===== config.mk =====
export PLATFORM = sky130hd
export DESIGN_NAME = hw_breakpoint_compare_unit
export DESIGN_NICKNAME = d
export VERILOG_FILES = /design/src/design/bp_cmp_pkg.sv /design/src/design/hw_breakpoint_compare_unit.sv
export SDC_FILE = /design/constraint.sdc
export NUM_CORES = 1
export LEC_CHECK = 0
export BUFFER_PORTS_ARGS = -buffer_cell sky130_fd_sc_hd__buf_2
export CAP_MARGIN = 10
export CORE_ASPECT_RATIO = 0.6
export CORE_MARGIN = 2
export CORE_UTILIZATION = 45
export DETAILED_ROUTE_END_ITERATION = 8
export MAX_ROUTING_LAYER = met4
export PLACE_DENSITY = 0.73
export SLEW_MARGIN = 20
export SYNTH_ARGS = -nofsm -noshare
export SYNTH_HDL_FRONTEND = slang
export SYNTH_SLANG_ARGS = --single-unit

===== constraint.sdc =====
create_clock -name core_clk -period 3.6 [get_ports core_clk]
set_input_delay 0.54 -clock core_clk [delete_from_list [all_inputs] [get_ports core_clk]]
set_output_delay 0.54 -clock core_clk [all_outputs]
set_load 0.05 [all_outputs]

===== src/design/bp_cmp_pkg.sv =====
// Purpose: Shared constants and carriers for the hardware breakpoint compare unit.
// Assumes: 8-bit register port, 16-bit CPU address and data buses.
// Notes:   Register indices and control bit positions are fixed here only.
package bp_cmp_pkg;

   localparam int REG_AW = 3;
   localparam int BUS_W  = 16;

   // Register indices on the register port.
   localparam logic [REG_AW-1:0] REG_CTRL_ZERO = 3'h0;
   localparam logic [REG_AW-1:0] REG_CTRL_ONE  = 3'h1;
   localparam logic [REG_AW-1:0] REG_ADDR_HIGH = 3'h2;
   localparam logic [REG_AW-1:0] REG_ADDR_LOW  = 3'h3;
   localparam logic [REG_AW-1:0] REG_DATA_HIGH = 3'h4;
   localparam logic [REG_AW-1:0] REG_DATA_LOW  = 3'h5;

   localparam logic [7:0] REG_RESET = 8'h00;
   localparam logic [7:0] CTRL_ZERO_USED = 8'hE3;
   localparam logic [7:0] CTRL_ONE_USED  = 8'h7F;

   // Breakpoint mode select codes.
   typedef enum logic [1:0] {
      MODE_OFF      = 2'b00,
      MODE_SWI_DUAL = 2'b01,
      MODE_BDM_FULL = 2'b10,
      MODE_BDM_DUAL = 2'b11
   } bp_mode_e;

   // Control register zero, bit 7 down to bit 0.
   typedef struct packed {
      logic       bp_mode_select_hi;
      logic       bp_mode_select_lo;
      logic       program_only_break;
      logic [2:0] unused;
      logic       second_bp_range_enable;
      logic       first_bp_range_enable;
   } ctrl_zero_s;

   // Control register one, bit 7 down to bit 0.
   typedef struct packed {
      logic unused;
      logic data_reg_compare_enable;
      logic data_high_mask;
      logic data_low_mask;
      logic second_bp_dir_enable;
      logic second_bp_dir_value;
      logic first_bp_dir_enable;
      logic first_bp_dir_value;
   } ctrl_one_s;

   // One CPU bus cycle as seen by the compare logic.
   typedef struct packed {
      logic             valid;
      logic             read;
      logic             fetch;
      logic [BUS_W-1:0] addr;
      logic [BUS_W-1:0] data;
   } bus_cycle_s;

   // One executed instruction at the head of the queue.
   typedef struct packed {
      logic             valid;
      logic [BUS_W-1:0] addr;
   } exec_s;

endpackage


===== src/design/hw_breakpoint_compare_unit.sv =====
// Purpose: Compares CPU bus cycles with preset address and data values and
//          requests a software interrupt or debug mode entry on a match.
// Assumes: All CPU inputs come from logic on core_clk; por_n is power-on reset.
// Notes:   Compare registers survive nrst and clear only on por_n.
`timescale 1ns/1ns

// What this block does
// - Two mode bits select off, interrupt dual, debug full, debug dual.
// - No breakpoint while background debug mode is active.
// - Only interrupt dual mode raises software interrupt; never data breaks there.
// - Interrupt dual mode: range enables count; direction and masks ignored.
// - Dual modes: data compare enable arms second breakpoint on address bus.
// - Full mode ignores second range enable and second direction controls.
// - Full mode: data compare and masks act only without program-only breaking.
// - Debug dual: program-only, ranges, direction used; masks never; program-only drops direction.
// - Debug entry requested only while debug mode is permitted.
// - Immediate break at next boundary, or tagged break when opcode executes.
// - Program-only: data accesses and unexecuted fetches never break.
// - Program-only bit ignored in interrupt dual mode; always program breaks.
// - Second range enable: upper byte only, or full address with low data.
// - First range enable: upper byte only, or full address with low address.
// - Data compare enable clear keeps data registers out of every compare.
// - Full mode high mask excludes data bits 15:8, else compares them.
// - Full mode low mask excludes data bits 7-0, else compares them.
// - Second direction enable qualifies second match in debug dual only.
// - Address registers meet address bus; data registers data or address bus.
// - Both control registers readable and writable at any time.
// - Direction value 0 matches writes, 1 reads; enable clear means any.
// - Four compare registers clear on power-on reset only.
// - Tagged instruction at queue head raises its mode's break (interrupt or debug entry) instead of executing.
module hw_breakpoint_compare_unit
   import bp_cmp_pkg::*;
#(
   parameter int REG_ADDR_W = REG_AW
) (
   // Clock and resets
   input  wire logic                  core_clk,
   input  wire logic                  nrst,
   input  wire logic                  por_n,
   // Register port
   input  wire logic [REG_ADDR_W-1:0] reg_addr,
   input  wire logic [7:0]            reg_wdata,
   input  wire logic                  reg_write,
   input  wire logic                  reg_read,
   output logic      [7:0]            reg_rdata,
   // CPU bus cycle
   input  wire logic                  cpu_cycle_valid,
   input  wire logic                  cpu_read,
   input  wire logic                  cpu_fetch,
   input  wire logic [BUS_W-1:0]      cpu_addr,
   input  wire logic [BUS_W-1:0]      cpu_data,
   // CPU execution progress
   input  wire logic                  cpu_instr_boundary,
   input  wire logic                  cpu_exec_valid,
   input  wire logic [BUS_W-1:0]      cpu_exec_addr,
   input  wire logic                  cpu_queue_flush,
   // Debug logic status
   input  wire logic                  background_debug_mode,
   input  wire logic                  debug_mode_permit,
   // Break requests
   output logic                       software_interrupt,
   output logic                       debug_entry_request
);

   localparam int NUM_BP = 2;

   initial begin
      if (REG_ADDR_W < REG_AW) begin
         $error("REG_ADDR_W too narrow for the register map");
      end
   end

   ctrl_zero_s  ctrl_zero;
   ctrl_one_s   ctrl_one;
   logic [7:0]  bp_addr_high;
   logic [7:0]  bp_addr_low;
   logic [7:0]  bp_data_high;
   logic [7:0]  bp_data_low;
   bp_mode_e    mode;
   bus_cycle_s  cyc;
   exec_s       exe;

   function automatic logic reg_hit(input logic [REG_ADDR_W-1:0] a,
                                    input logic [REG_AW-1:0]     idx);
      reg_hit = (a == REG_ADDR_W'(idx));
   endfunction

   // An enabled direction compare must agree with the cycle direction.
   function automatic logic dir_ok(input logic en, input logic val, input logic rd);
      dir_ok = !en || (rd == val);
   endfunction

   // Upper byte always compared, low byte only when the range bit is set.
   function automatic logic addr_ok(input logic [BUS_W-1:0] a, input logic [7:0] hi,
                                    input logic [7:0] lo, input logic full);
      addr_ok = (a[15:8] == hi) && (!full || (a[7:0] == lo));
   endfunction

   assign cyc = '{valid: cpu_cycle_valid, read: cpu_read, fetch: cpu_fetch,
                  addr: cpu_addr, data: cpu_data};
   assign exe = '{valid: cpu_exec_valid, addr: cpu_exec_addr};
   assign mode = bp_mode_e'({ctrl_zero.bp_mode_select_hi, ctrl_zero.bp_mode_select_lo});

   // Control registers follow the normal reset.
   always_ff @(posedge core_clk or negedge nrst) begin
      if (!nrst) begin
         ctrl_zero <= ctrl_zero_s'(REG_RESET);
         ctrl_one  <= ctrl_one_s'(REG_RESET);
      end else if (reg_write) begin
         if (reg_hit(reg_addr, REG_CTRL_ZERO)) begin
            ctrl_zero <= ctrl_zero_s'(reg_wdata & CTRL_ZERO_USED);
         end
         if (reg_hit(reg_addr, REG_CTRL_ONE)) begin
            ctrl_one <= ctrl_one_s'(reg_wdata & CTRL_ONE_USED);
         end
      end
   end

   // Compare registers are kept through normal resets.
   always_ff @(posedge core_clk or negedge por_n) begin
      if (!por_n) begin
         bp_addr_high <= REG_RESET;
         bp_addr_low  <= REG_RESET;
         bp_data_high <= REG_RESET;
         bp_data_low  <= REG_RESET;
      end else if (reg_write) begin
         if (reg_hit(reg_addr, REG_ADDR_HIGH)) begin
            bp_addr_high <= reg_wdata;
         end
         if (reg_hit(reg_addr, REG_ADDR_LOW)) begin
            bp_addr_low <= reg_wdata;
         end
         if (reg_hit(reg_addr, REG_DATA_HIGH)) begin
            bp_data_high <= reg_wdata;
         end
         if (reg_hit(reg_addr, REG_DATA_LOW)) begin
            bp_data_low <= reg_wdata;
         end
      end
   end

   // Read data stands in the cycle after the strobe only.
   always_ff @(posedge core_clk or negedge nrst) begin
      if (!nrst) begin
         reg_rdata <= REG_RESET;
      end else if (!reg_read) begin
         reg_rdata <= REG_RESET;
      end else begin
         unique case (1'b1)
            reg_hit(reg_addr, REG_CTRL_ZERO): reg_rdata <= ctrl_zero;
            reg_hit(reg_addr, REG_CTRL_ONE):  reg_rdata <= ctrl_one;
            reg_hit(reg_addr, REG_ADDR_HIGH): reg_rdata <= bp_addr_high;
            reg_hit(reg_addr, REG_ADDR_LOW):  reg_rdata <= bp_addr_low;
            reg_hit(reg_addr, REG_DATA_HIGH): reg_rdata <= bp_data_high;
            reg_hit(reg_addr, REG_DATA_LOW):  reg_rdata <= bp_data_low;
            default:                          reg_rdata <= REG_RESET;
         endcase
      end
   end

   // Per-breakpoint match, program-only flag and break kind.
   logic [NUM_BP-1:0] bp_match;
   logic              prog_mode;
   logic              use_swi;

   always_comb begin
      bp_match  = '0;
      prog_mode = ctrl_zero.program_only_break;
      use_swi   = 1'b0;
      unique case (mode)
         MODE_OFF: begin
            bp_match = '0;
         end
         MODE_SWI_DUAL: begin
            prog_mode   = 1'b1;
            use_swi     = 1'b1;
            bp_match[0] = addr_ok(cyc.addr, bp_addr_high, bp_addr_low,
                                  ctrl_zero.first_bp_range_enable);
            bp_match[1] = ctrl_one.data_reg_compare_enable &&
                          addr_ok(cyc.addr, bp_data_high, bp_data_low,
                                  ctrl_zero.second_bp_range_enable);
         end
         MODE_BDM_FULL: begin
            // Second breakpoint controls take no part here.
            bp_match[0] = addr_ok(cyc.addr, bp_addr_high, bp_addr_low,
                                  ctrl_zero.first_bp_range_enable);
            if (!prog_mode) begin
               bp_match[0] = bp_match[0] &&
                             dir_ok(ctrl_one.first_bp_dir_enable,
                                    ctrl_one.first_bp_dir_value, cyc.read);
               if (ctrl_one.data_reg_compare_enable) begin
                  bp_match[0] = bp_match[0] &&
                     (ctrl_one.data_high_mask || cyc.data[15:8] == bp_data_high) &&
                     (ctrl_one.data_low_mask || cyc.data[7:0] == bp_data_low);
               end
            end
         end
         MODE_BDM_DUAL: begin
            bp_match[0] = addr_ok(cyc.addr, bp_addr_high, bp_addr_low,
                                  ctrl_zero.first_bp_range_enable);
            bp_match[1] = ctrl_one.data_reg_compare_enable &&
                          addr_ok(cyc.addr, bp_data_high, bp_data_low,
                                  ctrl_zero.second_bp_range_enable);
            if (!prog_mode) begin
               bp_match[0] = bp_match[0] &&
                             dir_ok(ctrl_one.first_bp_dir_enable,
                                    ctrl_one.first_bp_dir_value, cyc.read);
               bp_match[1] = bp_match[1] &&
                             dir_ok(ctrl_one.second_bp_dir_enable,
                                    ctrl_one.second_bp_dir_value, cyc.read);
            end
         end
      endcase
   end

   // Qualified events for this bus cycle.
   logic              armed;
   logic [NUM_BP-1:0] tag_set;
   logic              imm_hit;

   assign armed   = cyc.valid && !background_debug_mode;
   assign imm_hit = armed && !prog_mode && |bp_match;
   assign tag_set = (armed && prog_mode && cyc.fetch) ? bp_match : '0;

   // Immediate break waits for the next instruction boundary.
   logic imm_pending;
   logic imm_swi;

   always_ff @(posedge core_clk or negedge nrst) begin
      if (!nrst) begin
         imm_pending <= 1'b0;
         imm_swi     <= 1'b0;
      end else if (background_debug_mode) begin
         imm_pending <= 1'b0;
      end else if (imm_hit) begin
         imm_pending <= 1'b1;
         imm_swi     <= use_swi;
      end else if (cpu_instr_boundary) begin
         imm_pending <= 1'b0;
      end
   end

   // Each breakpoint holds one tag that follows the fetched opcode.
   logic [NUM_BP-1:0] tag_valid;
   logic [NUM_BP-1:0] tag_swi;
   logic [BUS_W-1:0]  tag_addr [NUM_BP];
   logic [NUM_BP-1:0] tag_fire;

   for (genvar i = 0; i < NUM_BP; i++) begin : g_tag
      assign tag_fire[i] = tag_valid[i] && exe.valid && !background_debug_mode &&
                           (exe.addr == tag_addr[i]);

      always_ff @(posedge core_clk or negedge nrst) begin
         if (!nrst) begin
            tag_valid[i] <= 1'b0;
            tag_swi[i]   <= 1'b0;
            tag_addr[i]  <= '0;
         end else if (background_debug_mode || cpu_queue_flush) begin
            tag_valid[i] <= 1'b0;
         end else if (tag_set[i]) begin
            tag_valid[i] <= 1'b1;
            tag_swi[i]   <= use_swi;
            tag_addr[i]  <= cyc.addr;
         end else if (tag_fire[i]) begin
            tag_valid[i] <= 1'b0;
         end
      end
   end

   // Break requests are one-cycle registered pulses.
   logic fire_swi;
   logic fire_dbg;

   always_comb begin
      fire_swi = 1'b0;
      fire_dbg = 1'b0;
      if (imm_pending && cpu_instr_boundary && !background_debug_mode) begin
         fire_swi = imm_swi;
         fire_dbg = !imm_swi;
      end
      for (int i = 0; i < NUM_BP; i++) begin
         if (tag_fire[i]) begin
            fire_swi = fire_swi || tag_swi[i];
            fire_dbg = fire_dbg || !tag_swi[i];
         end
      end
   end

   always_ff @(posedge core_clk or negedge nrst) begin
      if (!nrst) begin
         software_interrupt  <= 1'b0;
         debug_entry_request <= 1'b0;
      end else begin
         software_interrupt  <= fire_swi;
         debug_entry_request <= fire_dbg && debug_mode_permit;
      end
   end

endmodule


After elaboration in Yosys (flattened, before gate mapping) --
Cells that the tools add are included.
Word-level totals: memories kept 0, bits in writable memories 0, bits in registers 92, input bits 72, bits in latches 0, memory bits (read-only) 0, word-level logic and storage cells 128
Operators by class: $lt $le $gt $ge 0, multiply operators 0, shift-type cells 0, muxes and demuxes 25, bitwise operators 2, add/sub/neg operators 0, reduce and logical (&&, ||, !) cells 56, divide/modulo/power cells 0, equal/unequal tests 18
Operators with widths (number):
- $eq A8 B8 Y1 | 6
- $pmux W8 S6 | 1
- $eq A16 B16 Y1 | 2
- $logic_and A1 B1 Y1 | 21
- $mux W1 | 19
- $reduce_and A2 Y1 | 9
- $logic_or A1 B1 Y1 | 11
- $logic_not A1 Y1 | 9
- $reduce_bool A3 Y1 | 3
- $mux W8 | 1
- $eq A3 B2 Y1 const B | 2
- $eq A3 B3 Y1 const B | 2
- $eq A2 B2 Y1 const B | 2
- $mux W2 | 2
- $pmux W1 S4 | 1
- $eq A3 B1 Y1 const B | 1
- $logic_not A3 Y1 | 1
- $eq A1 B1 Y1 | 2
- $eq A2 B1 Y1 const B | 1
- $logic_not A2 Y1 | 1
- $not A1 Y1 | 2
- $pmux W1 S2 | 1
- $reduce_or A2 Y1 | 1

Depth between registers and ports, before layout --
Gate-level depths: netlist (run 1).
depth in word-level cells 13, depth in mapped cells 6, gate-level depth less buffers 5

Least setup slack after synthesis (run 1) --
OpenSTA, ideal clock, no wires.
kind input to register, from in cpu_addr[6], to reg tag_addr[10] in the netlist's numbering, path slack 1279 ps, setup time 125 ps, path buffers 1, stages 6, arrival time 2196 ps, path through xor2_1 -> nor4_1 -> a21boi_2 -> nor4b_4 -> buf_8 -> mux2_4
Between the ends: cells in the longest elaborated chain, start to end 9
Ends and longest elaborated chain:
- start: declaration | RTL line hw_breakpoint_compare_unit.sv:50 | input wire logic [BUS_W-1:0] cpu_addr,
- $eq A8 B8 Y1 * | RTL line hw_breakpoint_compare_unit.sv:96 | addr_ok = (a[15:8] == hi) && (!full || (a[7:0] == lo));
- $logic_or A1 B1 Y1 * | RTL line hw_breakpoint_compare_unit.sv:96
- $logic_and A1 B1 Y1 * | RTL line hw_breakpoint_compare_unit.sv:96
- $logic_and A1 B1 Y1 * | RTL line hw_breakpoint_compare_unit.sv:179, hw_breakpoint_compare_unit.sv:201
- $logic_and A1 B1 Y1 | RTL line hw_breakpoint_compare_unit.sv:208 | bp_match[1] = bp_match[1] &&
- $mux W2 | RTL line hw_breakpoint_compare_unit.sv:204 | if (!prog_mode) begin
- $pmux W1 S2 * | RTL line hw_breakpoint_compare_unit.sv:170 | unique case (mode)
- $mux W2 * | RTL line hw_breakpoint_compare_unit.sv:223 | assign tag_set = (armed && prog_mode && cyc.fetch) ? bp_match : '0;
- $reduce_and A2 Y1 (no source line) *
- end signal: indexed assignment | RTL line hw_breakpoint_compare_unit.sv:263 | tag_addr[i] <= cyc.addr;
- end: declaration | RTL line hw_breakpoint_compare_unit.sv:246 | logic [BUS_W-1:0] tag_addr [NUM_BP];
Mark *: on every way between the ends. The rest lies on a longest branch, timed or not. A chain may end at the register's enable or synchronous reset.

Final worst setup path (run 1) --
from reg bp_data_high[1], to reg tag_addr[29] in the netlist's numbering
Between the ends: cells in the longest elaborated chain, start to end 9
Ends and longest elaborated chain:
- start: declaration | RTL line hw_breakpoint_compare_unit.sv:77 | logic [7:0] bp_data_high;
- start signal: assignment | RTL line hw_breakpoint_compare_unit.sv:134 | bp_data_high <= reg_wdata;
- $eq A8 B8 Y1 | RTL line hw_breakpoint_compare_unit.sv:193 | (ctrl_one.data_high_mask || cyc.data[15:8] == bp_data_high) &&
- $logic_or A1 B1 Y1 | RTL line hw_breakpoint_compare_unit.sv:193
- $logic_and A1 B1 Y1 | RTL line hw_breakpoint_compare_unit.sv:192 | bp_match[0] = bp_match[0] &&
- $logic_and A1 B1 Y1 | RTL line hw_breakpoint_compare_unit.sv:193
- $mux W1 | RTL line hw_breakpoint_compare_unit.sv:191 | if (ctrl_one.data_reg_compare_enable) begin
- $mux W1 | RTL line hw_breakpoint_compare_unit.sv:187 | if (!prog_mode) begin
- $pmux W1 S4 | RTL line hw_breakpoint_compare_unit.sv:170
- $mux W2 | RTL line hw_breakpoint_compare_unit.sv:223
- $reduce_and A2 Y1 (no source line)
Every way passes these cells.

==> results.yml, run 1 <==
placed_design:
  routabilityCongestion: 0.9692
  dp_cells: 604
  io_buffers: 81
  dpl.hpwl_um: 10580
clocking:
  htreeDepth: 3
  clk_latency_ns: 0.35
  clk_path_buf_depth: 2
  cts_made_buffers: 9
  cts_hold_buf: 0
  clk_pin_slew_ns: 0.06
  cts_resized: 0
  cts_tree: "done"
  clkSinkCount: 92
  cts-root-buf: "clkbuf_16"
  cts_setup_buffers: 0
die:
  initial_utilization_pct: 46.15
  io_pins: 82
  coreArea_mm2: 0.01052
  fp.dieW_um: 138.1
  core.rowCount: 29
  die-area_mm2: 0.01167
  die_h_um: 84.47
synth:
  muxShareOfSynthArea_pct: 22.06
  seq_area_frac_synth_pct: 47.41
  ys_ff_latch: 92
  synth_flop_cell: "dfrtp_1"
  yosys.area_share.simple_pct: 9.250
  syn_nets: 460
  ys_top_cells_by_area: "dfrtp_1, mux2_2, xor2_1"
  synthCells: 388
  synth-adder-area-share_pct: 0
  yosys.area_share.xor_xnor_pct: 14.25
  yosysMostFrequentCell: "dfrtp_1"
  yosysTopAreaCellShare_pct: 47.41
  async_flop_share_pct: 100.0
  yosysTopAreaCell: "dfrtp_1"
  synth_edf_count: 0
  ys_warn_count: 0
  syn_area_per_cell_um2: 12.52
  yosys-top-cells-count: "dfrtp_1, mux2_2, xor2_1, xnor2_1, nor4_1"
  netlist_area_mm2: 0.004856
  synth_top_family_by_area: "multiplexers"
  synth_compound_area_share_pct: 5.411
  synth_cell_types: 48
global_routing:
  grt_pass1_vias: 3680
  antenna_found_initial: 0
  grt_usage_pct: 25.16
  grt_pass1_wl_um: 21360
  grt_overflow: 0
  grt_max_degree: 33
cells_and_area:
  final_layout_size_suffix_gt1_share_pct: 38.96
  diodes: 0
  fill_cells: 918
  final_nets: 548
  stdcell_count: 619
  areaGrowthSynthToFinish_pct: 17.50
sta:
  finalClockSkew_ns: 0.006484
  fin_crit_ns: 2.430
  period_share_pct: 67.50
  finalHoldViolCount: 0
  max_slew.worst_pin.slew_ns: 1.173
  fin_tns_setup_ns: 0
  setup_viol: 0
  max_freq_mhz: 411.5
  rsz0062_at_grt: "no"
  drv_slew: 0
  slew_headroom_pct: 21.66
detailed_routing:
  wire_per_inst_um: 22.08
  drt_pass1_iterations: 5
  via_per_inst: 5.654
  num_vias: 3500
  drc: 0
  routed_wl_um: 13670
  ant_nets: 0
  drt_iter0_drc: 267
worst_setup_path:
  critPathLaunch: "bp_data_high[1]"
  rrSetupSlack_ns: 1.17
  arrival_ns: 2.66
  endpoint_kind: "flop"
  cp-endpoint: "tag_addr[29]"
  r2r_end: "tag_addr[29]"
  reg2reg_depth: 6
  critical_path_class: "flop to flop"
  crit_path_max_fanout: 18
  cp_data_required_time_ns: 3.83
  cp-start-kind: "flop"
  r2r_start: "bp_data_high[1]"
hold_path:
  hp-class: "input pin to asynchronous set/reset pin"
outcome:
  outcome: "finished, final reports clean"
power_and_ir_drop:
  p_leak_nw: 2.699
  irDropWorstVdd_uv: 327.8
  powerDensity_mw_per_mm2: 488.5
run:
  cap_violations: 0
## critical path: stages (launching register included)
cell	delay [ns]
dfrtp_1	0.48
xor2_1	0.20
nor4_1	0.52
a211oi_1	0.22
nor3_2	0.20
buf_4	0.31
mux2_2	0.38
## final cells by class
class,count,area (um^2),share of cell area (%)
clock inverters,2,35.03,0.6140
clock buffers,13,250.2,4.386
repair buffers,85,435.4,7.632
inverters,9,33.78,0.5921
flip-flops and latches,92,2302,40.35
multi-input cells,279,2475,43.38
well taps,139,173.9,3.048
## cell usage in the layout, fill, tap and decap left out, types with 2 or more instances in the layout
| cell | instances |
|---|---|
| mux2i_1 | 8 |
| o211ai_1 | 2 |
| a211oi_1 | 7 |
| a221oi_1 | 3 |
| a21oi_1 | 3 |
| buf_2 | 81 |
| nor2b_1 | 7 |
| nand3_1 | 8 |
| nor4_1 | 16 |
| o22ai_1 | 2 |
| and2_1 | 2 |
| xnor2_1 | 18 |
| a22oi_1 | 2 |
| xor2_1 | 61 |
| nor3b_1 | 2 |
| nor3_1 | 2 |
| nand4_1 | 5 |
| mux2_4 | 9 |
| a31o_2 | 2 |
| mux4_2 | 3 |
| clkbuf_16 | 9 |
| nand2_1 | 13 |
| mux2_2 | 70 |
| nor2_1 | 13 |
| clkbuf_1 | 3 |
| dfrtp_1 | 92 |
| o21ai_0 | 2 |
| inv_1 | 9 |
| buf_4 | 4 |
## worst min-delay path by stage
stage / endpoint / depth (start not counted)
finish: reg_rdata[7] / 1
global route: reg_rdata[4] / 1
CTS: reg_rdata[4] / 1
detailed placement: tag_valid[1] / 1
global placement: tag_valid[0] / 1
floorplan: bp_addr_high[0] / 0
## report_power, final
part	switching [mW]	internal, mW
combinational	0.279	0.257
clock	0.380	0.553
sequential	0.166	1.15
total	0.825	1.96
## flip-flops by register name, summed over array words and instances (netlist names), 2 cells and up
register,cells
tag_addr,32
bp_addr_high,8
bp_addr_low,8
bp_data_high,8
bp_data_low,8
reg_rdata,8
ctrl_one,7
ctrl_zero,5
tag_swi,2
tag_valid,2
## per-layer routing
metal  vias up  part of all wire (%)  GRT usage (%)
met5         -                     0              -
met1      1759                    50          37.85
li1       1577                     -              -
met4         0                  0.96          5.566
met3        15                   8.0          6.617
met2       149                    41          33.84
## through the flow
stage                     power [mW]  hold slack [ns]  setup WS, ns  instance area (um^2)  utilization (%)
after floorplan                1.623           0.2444         1.279                  4856                -
after global placement         1.840           0.4970         1.112                  5420            51.51
after detailed placement       1.865           0.4998         1.058                  5420            51.51
after CTS                      2.794           0.2907         1.235                  5705            54.22
after global routing           2.897           0.3293         1.142                  5705            54.22
final                          2.787           0.2773         1.170                  5705            54.22
## cell families (layout without fill, tap and decap cells)
kind of cell           Yosys count  in the layout
XOR/XNOR                        79             79
AO/OA/AOI/OAI                   33             33
flip-flops                      92             92
buffers and inverters           17            109
multiplexers                    90             90
AND/OR/NAND/NOR                 77             77
Power figures use the tool's default switching activity.
==> run 2, diff against run 1 <==
--- a/config.mk
+++ b/config.mk
@@ -12,7 +12,7 @@
 export CORE_UTILIZATION = 45
 export DETAILED_ROUTE_END_ITERATION = 8
 export MAX_ROUTING_LAYER = met4
-export PLACE_DENSITY = 0.73
+export PLACE_DENSITY = 0.76
 export SLEW_MARGIN = 20
 export SYNTH_ARGS = -nofsm -noshare
 export SYNTH_HDL_FRONTEND = slang
==> constraint.sdc (replaced) <==
create_clock -name core_clk -period 2.06 [get_ports core_clk]
set_input_delay 0.309 -clock core_clk [delete_from_list [all_inputs] [get_ports core_clk]]
set_output_delay 0.309 -clock core_clk [all_outputs]
set_load 0.05 [all_outputs]
==> run 2 against run 1 <==
  * The flow now finishes with violations (setup timing)
  * Global-route usage is 1.3 points higher
  * First-iteration DRC count is 31% higher
  * Fmax is 17% higher
  * Combinational power is 150% higher
  * Final cell count is 9.0% higher
  * Sequential power is 68% higher
  * Clock power is 92% higher
  * Wire length is 6.9% higher
  * Largest cell class unchanged
==> results.yml, run 2 (same netlist as run 1, synthesis figures left out) <==
sta:
  max_freq_mhz: 480.2
  slew_headroom_pct: 47.12
  finalHoldViolCount: 0
  setup_viol: 22
  fin_crit_ns: 2.082
  fin_tns_setup_ns: -0.2497
  period_share_pct: 101.1
  finalClockSkew_ns: 0.007555
  drv_slew: 0
  rsz0062_at_grt: "yes"
  timing.hold.ws_ns: 0.04739
  max_slew.worst_pin.slew_ns: 0.7932
  fin_ws_ns: -0.02235
clocking:
  clk_pin_slew_ns: 0.07
  clk_latency_ns: 0.35
  clkSinkCount: 92
  htreeDepth: 3
  cts-root-buf: "clkbuf_16"
  cts_made_buffers: 9
  cts_tree: "done"
  clk_path_buf_depth: 2
die:
  io_pins: 82
  die_h_um: 84.47
  core.rowCount: 29
  die-area_mm2: 0.01167
  coreArea_mm2: 0.01052
  initial_utilization_pct: 46.15
  fp.dieW_um: 138.1
run:
  cap_violations: 0
worst_setup_path:
  r2r_start: "bp_data_high[2]"
  path_depth: 7
  cp_data_required_time_ns: 2.29
  crit_path_max_fanout: 18
  endpoint_kind: "flop"
  critPathMostFrequentCell: "buf_4"
  cp-start-kind: "flop"
  crit_chain: "buf_4 -> buf_4 -> xnor2_1 -> nand3_1 -> nor4b_4 -> buf_12 -> mux2_4"
  crit_family: "simple AND/OR/NAND/NOR gates"
  critPathBufInv: 3
  reg2reg_depth: 7
  max_stage_delay_ns: 0.40
  arrival_ns: 2.31
  slowest_stage: "dfrtp_1"
  rrSetupSlack_ns: -0.02
  r2r_end: "tag_addr[3]"
  cp-endpoint: "tag_addr[3]"
  critical_path_class: "flop to flop"
  critPathLaunch: "bp_data_high[2]"
global_routing:
  grt_usage_pct: 26.49
  grt_max_degree: 41
  grt_overflow: 0
  grt_pass1_wl_um: 22490
  grt_pass1_vias: 3849
  antenna_found_initial: 1
power_and_ir_drop:
  p_leak_nw: 3.035
  p_total_mw: 5.341
  powerDensity_mw_per_mm2: 837.4
  irDropWorstVdd_uv: 462.8
cells_and_area:
  areaGrowthSynthToFinish_pct: 31.33
  largest_reg_flops: 32
  seq_area_mm2: 0.002303
  fill_cells: 866
  layout_commonest_cell: "dfrtp_1"
  stdcell_count: 675
  final_nets: 602
  mostFrequentLayoutCells: "dfrtp_1, buf_2, xor2_1"
  largest-register: "tag_addr"
  post-route-util_pct: 60.61
  multi_input_area_mm2: 0.002638
  stdcell_area_mm2: 0.006377
  final_layout_size_suffix_gt1_share_pct: 47.29
placed_design:
  dp_cells: 649
  routabilityCongestion: 0.9440
  placed_area_mm2: 0.005822
  io_buffers: 81
  dpl.hpwl_um: 10910
  dp_slack_ns: -0.1320
detailed_routing:
  wire_per_inst_um: 21.64
  routed_wl_um: 14610
  num_vias: 3797
  drt_pass1_iterations: 4
  drc: 0
  drt_iter0_drc: 351
  ant_nets: 0
  via_per_inst: 5.625
outcome:
  outcome: "complete, but fails checks"
  violations: "setup timing"
hold_path:
  hp-class: "input pin to asynchronous set/reset pin"
==> run 2: layout make-up <==
cell class / count / share of cell area, %
sequential: 92 / 36.12
tap: 139 / 2.727
antenna: 1 / 0.03924
multi-input combinational: 279 / 41.36
inverter: 9 / 0.5297
clock inverter: 5 / 1.177
clock buffer: 11 / 3.806
timing repair buffer: 139 / 14.24
==> run 2: per-layer routing <==
| layer | GRT usage, % | routed length, um | vias to the layer above | share of wire (%) |
|---|---|---|---|---|
| li1 | - | - | 1690 | - |
| met1 | 40.21 | 6977 | 1905 | 48 |
| met2 | 36.45 | 6075 | 184 | 42 |
| met3 | 6.332 | 1457 | 18 | 10 |
| met4 | 4.267 | 100 | 0 | 0.68 |
| met5 | - | 0 | - | 0 |
==> run 2: worst min path at each step <==
stage                     slack, ns  cells after the start               to   from
after floorplan                0.01                      0  bp_addr_high[0]  por_n
after global placement         0.31                      1     reg_rdata[2]   nrst
after detailed placement       0.31                      1     reg_rdata[3]   nrst
after CTS                      0.07                      1  bp_data_high[5]  por_n
after global routing           0.10                      1  bp_data_high[6]  por_n
final                          0.05                      1  bp_data_high[5]  por_n
==> run 2: where the power goes <==
group	internal (mW)	leakage, nW	switching [mW]
clock network	1.09	0.159	0.704
registers	2.02	1.19	0.207
logic	0.654	1.68	0.669
==> run 2: what timing repair did <==
item	4_1_cts	5_1_grt
cloned	2	0
hold endpoints to repair	20	0
pin swaps	6	6
gates resized for setup	24	14
hold buffers	1	0
buffers inserted	4	3
endpoints found under the setup margin	34	36
